## src/sram_host_defines.svh

```systemverilog
/*
  Constants for the synchronous write-pulse and address-latch host.
  Assumes a 100 MHz system clock and an asynchronous 64K x 18 RAM
  with an on-chip transparent address latch on the far side.
*/
`ifndef SRAM_HOST_DEFINES_SVH
`define SRAM_HOST_DEFINES_SVH

// ------------------------------------------------------------------
// Widths and field positions
// ------------------------------------------------------------------
`define ADDR_W 16
`define LANE_W 9
`define LANES 2
`define NARROW_ADDR_BIT 16
`define AGE_W 8

// ------------------------------------------------------------------
// Clock and phase timing
// ------------------------------------------------------------------
`define CLK_PERIOD_NS 10
`define HIGH_PHASE_CYC 2
`define LOW_PHASE_CYC 2
`define SYNC_STAGES 2
`define CEIL_CYC(ns) (((ns) + `CLK_PERIOD_NS - 1) / `CLK_PERIOD_NS)

// ------------------------------------------------------------------
// Far-side timing figures, in ns, and their cycle counts
// ------------------------------------------------------------------
`define ACCESS_FROM_GATE_RISE_NS 20
`define ADDR_ACCESS_NS 20
`define LATCH_ADDR_SETUP_NS 5
`define LATCH_ADDR_HOLD_NS 3
`define ACCESS_FROM_GATE_RISE_CYC `CEIL_CYC(`ACCESS_FROM_GATE_RISE_NS)
`define ADDR_ACCESS_CYC `CEIL_CYC(`ADDR_ACCESS_NS)
`define LATCH_ADDR_SETUP_CYC `CEIL_CYC(`LATCH_ADDR_SETUP_NS)
`define LATCH_ADDR_HOLD_CYC `CEIL_CYC(`LATCH_ADDR_HOLD_NS)

// ------------------------------------------------------------------
// Reset values
// ------------------------------------------------------------------
`define RST_ALE 1'b1
`define RST_CTL_N 1'b1

`endif

```

## src/sram_host_pkg.sv

```systemverilog
/*
  Types shared by the host files: modes, request and pin bundles.
  Assumes sram_host_defines.svh is on the include path.
*/
`include "sram_host_defines.svh"

package sram_host_pkg;

  typedef enum logic [1:0] {
    ALE_FROM_WE, ALE_FROM_CE_OR_WE, ALE_TIED_HIGH
  } ale_mode_t;

  typedef enum logic [1:0] {
    CE_ALWAYS_ON, CE_STANDBY_IDLE, CE_BOUNDS_WRITE
  } ce_mode_t;

  typedef struct packed {
    ale_mode_t ale_mode;
    ce_mode_t ce_mode;
    logic narrow;
  } cfg_t;

  typedef struct packed {
    logic write;
    logic [`ADDR_W:0] addr;
    logic [`LANES*`LANE_W-1:0] wdata;
    logic [`LANES-1:0] be;
  } req_t;

  typedef struct packed {
    logic [`ADDR_W-1:0] addr;
    logic ce_n;
    logic we_n;
    logic oe_n;
    logic [`LANES-1:0] sel_n;
    logic ale;
  } pins_t;

endpackage

```

## src/pin_sync.sv

```systemverilog
/*
  Two-flop synchroniser for a bus of pin inputs.
  Assumes the bus is sampled only once it has settled.
*/
`timescale 1ns/1ps

module pin_sync #(
  parameter int WIDTH = 18
) (
  input wire logic clk, // System clock.
  input wire logic sys_rst, // Asynchronous reset, active high.
  input wire logic [WIDTH-1:0] d, // Raw pin levels.
  output logic [WIDTH-1:0] q // Synchronised levels.
);

  logic [WIDTH-1:0] meta_q;

  always_ff @(posedge clk or posedge sys_rst) begin
    if (sys_rst) begin
      meta_q <= '0;
      q <= '0;
    end else begin
      meta_q <= d;
      q <= meta_q;
    end
  end

endmodule // pin_sync

```

## src/sram_write_host.sv

```systemverilog
/*
  Synchronous host that drives an asynchronous 64K x 18 RAM with an
  on-chip address latch: forms the write pulse from the low clock
  phase and drives the latch enable so the address outlasts it.
  Assumes the RAM pins are wired straight to the pins bundle and the
  dq pins resolve from dq_o and dq_oe outside this module.
*/
`timescale 1ns/1ps
`include "sram_host_defines.svh"

module sram_write_host #(
  parameter int HIGH_CYC = `HIGH_PHASE_CYC,
  parameter int LOW_CYC = `LOW_PHASE_CYC
) (
  input wire logic clk, // System clock, 100 MHz.
  input wire logic sys_rst, // Asynchronous reset, active high.
  input sram_host_pkg::cfg_t cfg, // Static mode settings.
  input wire logic req_valid, // Request offered.
  input sram_host_pkg::req_t req, // Request contents.
  output logic req_ready, // Request taken on this edge if valid.
  output logic rsp_valid, // Read data valid, one cycle.
  output logic [`LANES*`LANE_W-1:0] rsp_rdata, // Read data.
  output sram_host_pkg::pins_t pins, // RAM control and address pins.
  output logic [`LANES*`LANE_W-1:0] dq_o, // Data driven to the RAM.
  output logic dq_oe, // High while the host drives dq.
  input wire logic [`LANES*`LANE_W-1:0] dq_i // Data pins as seen.
);

  localparam int DW = `LANES * `LANE_W;
  localparam logic [`AGE_W-1:0] AGE_MAX = '1;
  localparam logic [`AGE_W-1:0] LEA_WAIT =
    `AGE_W'(`ACCESS_FROM_GATE_RISE_CYC + `SYNC_STAGES);
  localparam logic [`AGE_W-1:0] AA_WAIT =
    `AGE_W'(`ADDR_ACCESS_CYC + `SYNC_STAGES);

  typedef enum logic [1:0] {ST_IDLE, ST_WRITE, ST_READ} state_t;

  // ----------------------------------------------------------------
  // Phase source and pin synchroniser
  // ----------------------------------------------------------------
  logic last;
  logic last_soon;
  logic low_now;
  logic low_soon;
  logic [DW-1:0] dq_s;

  sys_phase_gen #(
    .HIGH_CYC(HIGH_CYC),
    .LOW_CYC(LOW_CYC)
  ) u_phase (
    .clk(clk),
    .sys_rst(sys_rst),
    .last(last),
    .last_soon(last_soon),
    .low_now(low_now),
    .low_soon(low_soon)
  );

  pin_sync #(
    .WIDTH(DW)
  ) u_dq_sync (
    .clk(clk),
    .sys_rst(sys_rst),
    .d(dq_i),
    .q(dq_s)
  );

  // ----------------------------------------------------------------
  // Sequencing
  // ----------------------------------------------------------------
  state_t state_q;
  state_t state_d;
  logic take;
  logic rd_ok;
  logic [`AGE_W-1:0] addr_age_q;
  logic [`AGE_W-1:0] ale_age_q;
  logic [`ADDR_W:0] full_addr_q;

  // A request is only taken at the end of a system cycle, so the new
  // address appears at the clock rise, well before the low phase.
  assign take = req_valid && req_ready && last;
  // Reads right after a write must see the latch open long enough.
  assign rd_ok = state_q == ST_READ && last &&
                 addr_age_q >= AA_WAIT && ale_age_q >= LEA_WAIT;

  always_comb begin
    state_d = state_q;
    unique case (state_q)
      ST_IDLE: begin
        if (take) begin
          state_d = req.write ? ST_WRITE : ST_READ;
        end
      end
      ST_WRITE: begin
        if (take) begin
          state_d = req.write ? ST_WRITE : ST_READ;
        end else if (last) begin
          state_d = ST_IDLE;
        end
      end
      ST_READ: begin
        if (rd_ok) begin
          state_d = ST_IDLE;
        end
      end
      default: begin
        state_d = ST_IDLE;
      end
    endcase
  end

  always_ff @(posedge clk or posedge sys_rst) begin
    if (sys_rst) begin
      state_q <= ST_IDLE;
    end else begin
      state_q <= state_d;
    end
  end

  always_ff @(posedge clk or posedge sys_rst) begin
    if (sys_rst) begin
      req_ready <= 1'b0;
    end else begin
      req_ready <= last_soon &&
                   (state_d == ST_IDLE || state_d == ST_WRITE);
    end
  end

  // ----------------------------------------------------------------
  // Address, selects and write data, loaded at the clock rise
  // ----------------------------------------------------------------
  logic [`LANES-1:0] sel_n_q;
  logic narrow_hi;

  assign narrow_hi = req.addr[`NARROW_ADDR_BIT];

  always_ff @(posedge clk or posedge sys_rst) begin
    if (sys_rst) begin
      full_addr_q <= '0;
      sel_n_q <= '1;
      dq_o <= '0;
    end else if (take) begin
      full_addr_q <= req.addr;
      if (cfg.narrow) begin
        sel_n_q <= {!narrow_hi, narrow_hi};
        dq_o <= {2{req.wdata[`LANE_W-1:0]}};
      end else begin
        sel_n_q <= ~req.be;
        dq_o <= req.wdata;
      end
    end
  end

  always_ff @(posedge clk or posedge sys_rst) begin
    if (sys_rst) begin
      addr_age_q <= '0;
    end else if (take) begin
      addr_age_q <= '0;
    end else if (addr_age_q != AGE_MAX) begin
      addr_age_q <= addr_age_q + `AGE_W'(1);
    end
  end

  // ----------------------------------------------------------------
  // Write pulse, chip enable, output enable and bus drive
  // ----------------------------------------------------------------
  logic we_n_q;
  logic ce_n_q;
  logic oe_n_q;
  logic ale_q;
  logic wr_next;

  assign wr_next = state_d == ST_WRITE;

  // The write pulse is the low clock phase gated by the write state;
  // it ends at the rise, on the same clock edge that loads any new address.
  always_ff @(posedge clk or posedge sys_rst) begin
    if (sys_rst) begin
      we_n_q <= `RST_CTL_N;
    end else if (cfg.ce_mode == sram_host_pkg::CE_BOUNDS_WRITE) begin
      we_n_q <= !wr_next;
    end else begin
      we_n_q <= !(wr_next && low_soon);
    end
  end

  always_ff @(posedge clk or posedge sys_rst) begin
    if (sys_rst) begin
      ce_n_q <= `RST_CTL_N;
    end else begin
      unique case (cfg.ce_mode)
        sram_host_pkg::CE_ALWAYS_ON: ce_n_q <= 1'b0;
        sram_host_pkg::CE_STANDBY_IDLE: ce_n_q <= state_d == ST_IDLE;
        sram_host_pkg::CE_BOUNDS_WRITE: begin
          ce_n_q <= !(state_d == ST_READ || (wr_next && low_soon));
        end
        default: ce_n_q <= 1'b1;
      endcase
    end
  end

  always_ff @(posedge clk or posedge sys_rst) begin
    if (sys_rst) begin
      oe_n_q <= `RST_CTL_N;
      dq_oe <= 1'b0;
    end else begin
      oe_n_q <= state_d != ST_READ;
      dq_oe <= wr_next;
    end
  end

  // ----------------------------------------------------------------
  // Latch enable
  // ----------------------------------------------------------------
  // The register stage is the delay that keeps the enable behind the
  // write strobe, so the latch closes after the pulse starts and
  // reopens only after it ends. The cost is a later access on reads.
  always_ff @(posedge clk or posedge sys_rst) begin
    if (sys_rst) begin
      ale_q <= `RST_ALE;
    end else begin
      unique case (cfg.ale_mode)
        sram_host_pkg::ALE_FROM_WE: ale_q <= we_n_q;
        sram_host_pkg::ALE_FROM_CE_OR_WE: begin
          ale_q <= we_n_q | ce_n_q;
        end
        sram_host_pkg::ALE_TIED_HIGH: ale_q <= 1'b1;
        default: ale_q <= 1'b1;
      endcase
    end
  end

  always_ff @(posedge clk or posedge sys_rst) begin
    if (sys_rst) begin
      ale_age_q <= '0;
    end else if (!ale_q) begin
      ale_age_q <= '0;
    end else if (ale_age_q != AGE_MAX) begin
      ale_age_q <= ale_age_q + `AGE_W'(1);
    end
  end

  assign pins = '{addr: full_addr_q[`ADDR_W-1:0], ce_n: ce_n_q,
                  we_n: we_n_q, oe_n: oe_n_q, sel_n: sel_n_q,
                  ale: ale_q};

  // ----------------------------------------------------------------
  // Read return
  // ----------------------------------------------------------------
  always_ff @(posedge clk or posedge sys_rst) begin
    if (sys_rst) begin
      rsp_valid <= 1'b0;
      rsp_rdata <= '0;
    end else begin
      rsp_valid <= rd_ok;
      if (rd_ok) begin
        if (cfg.narrow) begin
          rsp_rdata <= {{`LANE_W{1'b0}},
                        full_addr_q[`NARROW_ADDR_BIT] ?
                        dq_s[DW-1:`LANE_W] : dq_s[`LANE_W-1:0]};
        end else begin
          rsp_rdata <= dq_s;
        end
      end
    end
  end

  logic we_mode;
  logic wr_pulse;
  logic hold_mode;
  assign we_mode = cfg.ce_mode != sram_host_pkg::CE_BOUNDS_WRITE;
  // The RAM writes only while both enables are low, so that overlap is
  // the write pulse whichever of the two bounds it.
  assign wr_pulse = !we_n_q && !ce_n_q;
  assign hold_mode = cfg.ale_mode == sram_host_pkg::ALE_FROM_CE_OR_WE ||
                     (cfg.ale_mode == sram_host_pkg::ALE_FROM_WE && we_mode);
endmodule // sram_write_host

```

## src/sys_phase_gen.sv

```systemverilog
/*
  Divides clk into a system cycle with a high and a low phase.
  Assumes one clock domain and an asynchronous active-high reset.
*/
`timescale 1ns/1ps
`include "sram_host_defines.svh"

module sys_phase_gen #(
  parameter int HIGH_CYC = `HIGH_PHASE_CYC,
  parameter int LOW_CYC = `LOW_PHASE_CYC
) (
  input wire logic clk, // System clock.
  input wire logic sys_rst, // Asynchronous reset, active high.
  output logic last, // Final clk of the system cycle.
  output logic last_soon, // Next clk is the final one.
  output logic low_now, // Current clk lies in the low phase.
  output logic low_soon // Next clk lies in the low phase.
);

  localparam int PERIOD = HIGH_CYC + LOW_CYC;

  logic [7:0] cnt_q;
  logic [7:0] cnt_d;

  assign last = cnt_q == 8'(PERIOD - 1);
  assign last_soon = cnt_q == 8'(PERIOD - 2);
  assign low_now = cnt_q >= 8'(HIGH_CYC);
  assign cnt_d = last ? 8'h00 : cnt_q + 8'h01;
  assign low_soon = cnt_d >= 8'(HIGH_CYC);

  always_ff @(posedge clk or posedge sys_rst) begin
    if (sys_rst) begin
      cnt_q <= 8'h00;
    end else begin
      cnt_q <= cnt_d;
    end
  end

endmodule // sys_phase_gen
```

## config.mk

```make
export PLATFORM = sky130hd
export DESIGN_NAME = sram_write_host
export DESIGN_NICKNAME = d
export VERILOG_FILES = /design/src/sram_host_pkg.sv /design/src/pin_sync.sv /design/src/sram_write_host.sv /design/src/sys_phase_gen.sv
export VERILOG_INCLUDE_DIRS = /design/src
export SDC_FILE = /design/constraint.sdc
export NUM_CORES = 1
export LEC_CHECK = 0
export ABC_AREA = 1
export BUFFER_PORTS_ARGS = -buffer_cell sky130_fd_sc_hd__buf_2
export CAP_MARGIN = 20
export CORE_UTILIZATION = 35
export DETAILED_ROUTE_END_ITERATION = 10
export PLACE_DENSITY = 0.61
export SLEW_MARGIN = 0
export SYNTH_ARGS = -nofsm -noshare
export SYNTH_HDL_FRONTEND = slang
export SYNTH_SLANG_ARGS = --single-unit
```

## constraint.sdc

```tcl
create_clock -name clk -period 4.8 [get_ports clk]
set_input_delay 0.96 -clock clk [delete_from_list [all_inputs] [get_ports clk]]
set_output_delay 0.96 -clock clk [all_outputs]
set_load 0.01 [all_outputs]
```

==> impl_metrics.csv <==
group,metric,value,unit
routing,wl,10500,um
worst_setup_path,cp_max_fo,47,
clock_tree,clock-sinks,124,
synth,yosysSeqAreaShare,61.2,%
floorplan,die_area,0.0150,mm^2
pwr,p_leak,3.30,nW
worst_setup_path,cp-end-kind,"flip-flop",
grt,grt-busiest-layer,"met2",
routing,post_drt_wl_per_cell,12.7,um
sta,setup_violations,0,
pwr,pwr-share-comb,19.7,%
layout,nNetsFinal,700,
synth,synth_top_family_by_area,"simple AND/OR/NAND/NOR gates",
placement,gp_congestion,0.813,
sta,period_minus_slack,2.27,ns
clock_tree,cts_max_level,4,
grt,grt-ovfl-total,0,
sta,max_slew.worst_pin.slew,0.857,ns
synth,ys_ff_latch,124,
placement,dpl.hpwl,7270,um
placement,numPortBuffers,124,
sta,setup_tns,0,ns
synth,synth.avg_cell_area,9.82,um^2
placement,dp_cells,790,
worst_setup_path,crit_family,"buffers and inverters",
grt,grt_use_met1,18.7,%
synth,synthMuxAreaShare,1.77,%
worst_hold_path,min_from,"u_dq_sync.meta_q[12]",
sta,slew_viol_final,0,
clock_tree,post_cts_buffers,0,
worst_hold_path,hold_class,"flip-flop to flip-flop",
floorplan,start_util,36.2,%
worst_setup_path,slowest_delay,0.48,ns
pwr,p_total,3.21,mW
synth,synth_cell_type_count,30,
clock_tree,clkSlewWorstSetupHoldPaths,0.05,ns
pwr,p_seq_share,43.7,%
floorplan,coreArea,0.0140,mm^2
sta,fmax,441,MHz
worst_setup_path,slowest_stage,"dfrtp_1",
synth,synthCells,518,
sta,skew,0.00835,ns
sta,period_share,47.2,%
placement,place_area,0.00570,mm^2
synth,syn_nets,589,
pwr,power_frac_clock,36.6,%
routing,drc,0,
floorplan,die_w,123,um
clock_tree,clockBufferDepth,2,
layout,drive_above_1_share,28.7,%
sta,slew_headroom,42.9,%
clock_tree,cts-hold-fix-buffers,0,
grt,grtUsageMet3,4.74,%
routing,ant_nets,0,
clock_tree,cts_tree,"yes",
pwr,p_switching,0.905,mW
worst_setup_path,reg2reg_slack,2.53,ns
grt,grt_pass1_wl,17300,um
pwr,power.density,514,mW/mm^2
floorplan,std_cell_rows,43,
layout,area_growth_syn_to_layout,22.9,%
layout,final_common_cell,"nand2_1",
job,maxCapViolations,0,
worst_setup_path,worstSetupStartpoint,"u_phase.cnt_q[0]",
floorplan,die_y,123,um
grt,grt_max_degree,68,
grt,grt_util_met2,24.4,%
layout,n_antenna_cell,0,
clock_tree,root_buffer,"clkbuf_16",
worst_setup_path,critical_path_arrival,2.59,ns
run_status,status,"finished, final reports clean",
worst_setup_path,r2r-start,"u_phase.cnt_q[0]",
layout,finalNonFillerCells,822,
layout,layout_common_cells,"169 x nand2_1, 124 x buf_2, 118 x dfrtp_1, 40 x inv_1, 30 x nor2_1",
routing,vias,3723,
synth,synth_area,0.00508,mm^2
synth,yosysWarnings,0,
synth,synthAdderAreaFrac,1.72,%
synth,synth.area.top_cells,"dfrtp_1 58%, nand2_1 12%, buf_4 3.4%, dfstp_2 3.1%, o21ai_2 3.1%",
clock_tree,worstSkewPairLatency,0.41,ns
layout,final_cell_area,0.00625,mm^2
sta,finalHoldViolations,0,
routing,vias_per_cell,4.53,
pwr,swShare,28.1,%
pwr,ir_drop,0.000206,V
worst_setup_path,startpoint_type,"flip-flop",
synth,synth.largest_area_cell,"dfrtp_1",
clock_tree,numCtsBuffers,17,
grt,antenna_found_initial,0,
clock_tree,cts.repair.resized,0,
worst_setup_path,crit_required,5.12,ns
worst_setup_path,crit_type,"flip-flop to flip-flop",
layout,utilization,44.5,%
floorplan,io_pins,125,
synth,synth-xor-area-share,0.689,%
synth,synth-compound-area-share,7.58,%
worst_setup_path,path_cells,"ha_1, nand2_1, nor2_2, nand2_1, buf_4, inv_1, buf_4, nor2_1, a31oi_1",
routing,drtIter0Drc,292,
pwr,intPower,2.31,mW
grt,grt_pass1_vias,3777,
synth,synth_simple_gate_area_share,18.7,%
grt,grt_usage,15.2,%
worst_setup_path,path_buf_inv,3,
synth,yosys.area.top_type_share,58.1,%
routing,first_pass_iters,4,
sta,rsz0062_at_grt,"no",
## metal layers
metal,vias to the layer above,routed length (um)
met5,-,0
met4,0,227
met3,22,568
met2,97,4890
met1,1759,4790
li1,1845,-
## cells by family (layout without fill, tap and decap cells)
group	count (synthesis)	count (layout)
mux	9	9
flops	124	124
compound gates	58	58
buf+inv	79	203
xor+xnor	4	4
fa+ha+maj	7	7
simple gates	237	237
## worst paths after layout
path                                         to  cells past startpoint
worst max-delay path                   dq_o[17]                      9
worst min-delay path            u_dq_sync.q[12]                      0
worst max register to register         dq_o[17]                      9
worst min register to register  u_dq_sync.q[12]                      0
max in group asynchronous            sel_n_q[0]                      3
min in group asynchronous          rsp_rdata[5]                      2
## Yosys cell counts (all sizes together)
library cell and instances:
a211oi 1, clkbuf 4, or3 1, nand4 1, a211o 1, o21a 1
nor3 8, a31oi 15, ha 7, inv 42, dfrtp 118, xor2 4
nand2 171, nand3b 1, a21oi 4, dfstp 6, buf 32, nor2 34
nand3 20, o21ai 36, mux2i 9, clkinv 1, nor4 1
## state kept, by name (all words and copies together), names as in the netlist, 2 cells and up
| name | count |
|---|---|
| dq_o | 18 |
| rsp_rdata | 18 |
| addr_age_q | 8 |
| u_dq_sync.q | 18 |
| sel_n_q | 2 |
| full_addr_q | 17 |
| ale_age_q | 8 |
| u_dq_sync.meta_q | 18 |
| state_q | 2 |
| u_phase.cnt_q | 8 |
## power by group through the flow
stage | sequential, mW | combinational (mW) | clock (mW)
after floorplan | 1.45 | 0.387 | 0
after global placement | 1.41 | 0.626 | 0
after detailed placement | 1.42 | 0.643 | 0
after CTS | 1.41 | 0.646 | 1.21
after global routing | 1.44 | 0.725 | 1.26
final | 1.41 | 0.633 | 1.18
## area by class of cell
cell class / count / area (um^2)
clock inverter: 2 / 35.0
multi-input combinational: 315 / 1550
clock buffer: 30 / 514
inverter: 43 / 164
timing repair buffer: 128 / 651
fill: 1377 / 7790
sequential: 124 / 3110
tap: 180 / 225
## through the flow
stage	worst slack [ns]	hold slack, ns
after floorplan	0.551	0.331
final	2.53	0.342
after global routing	2.20	0.350
after global placement	2.45	0.334
after detailed placement	2.44	0.335
after CTS	2.53	0.345
Note: power is estimated with default switching activity, not from simulation.
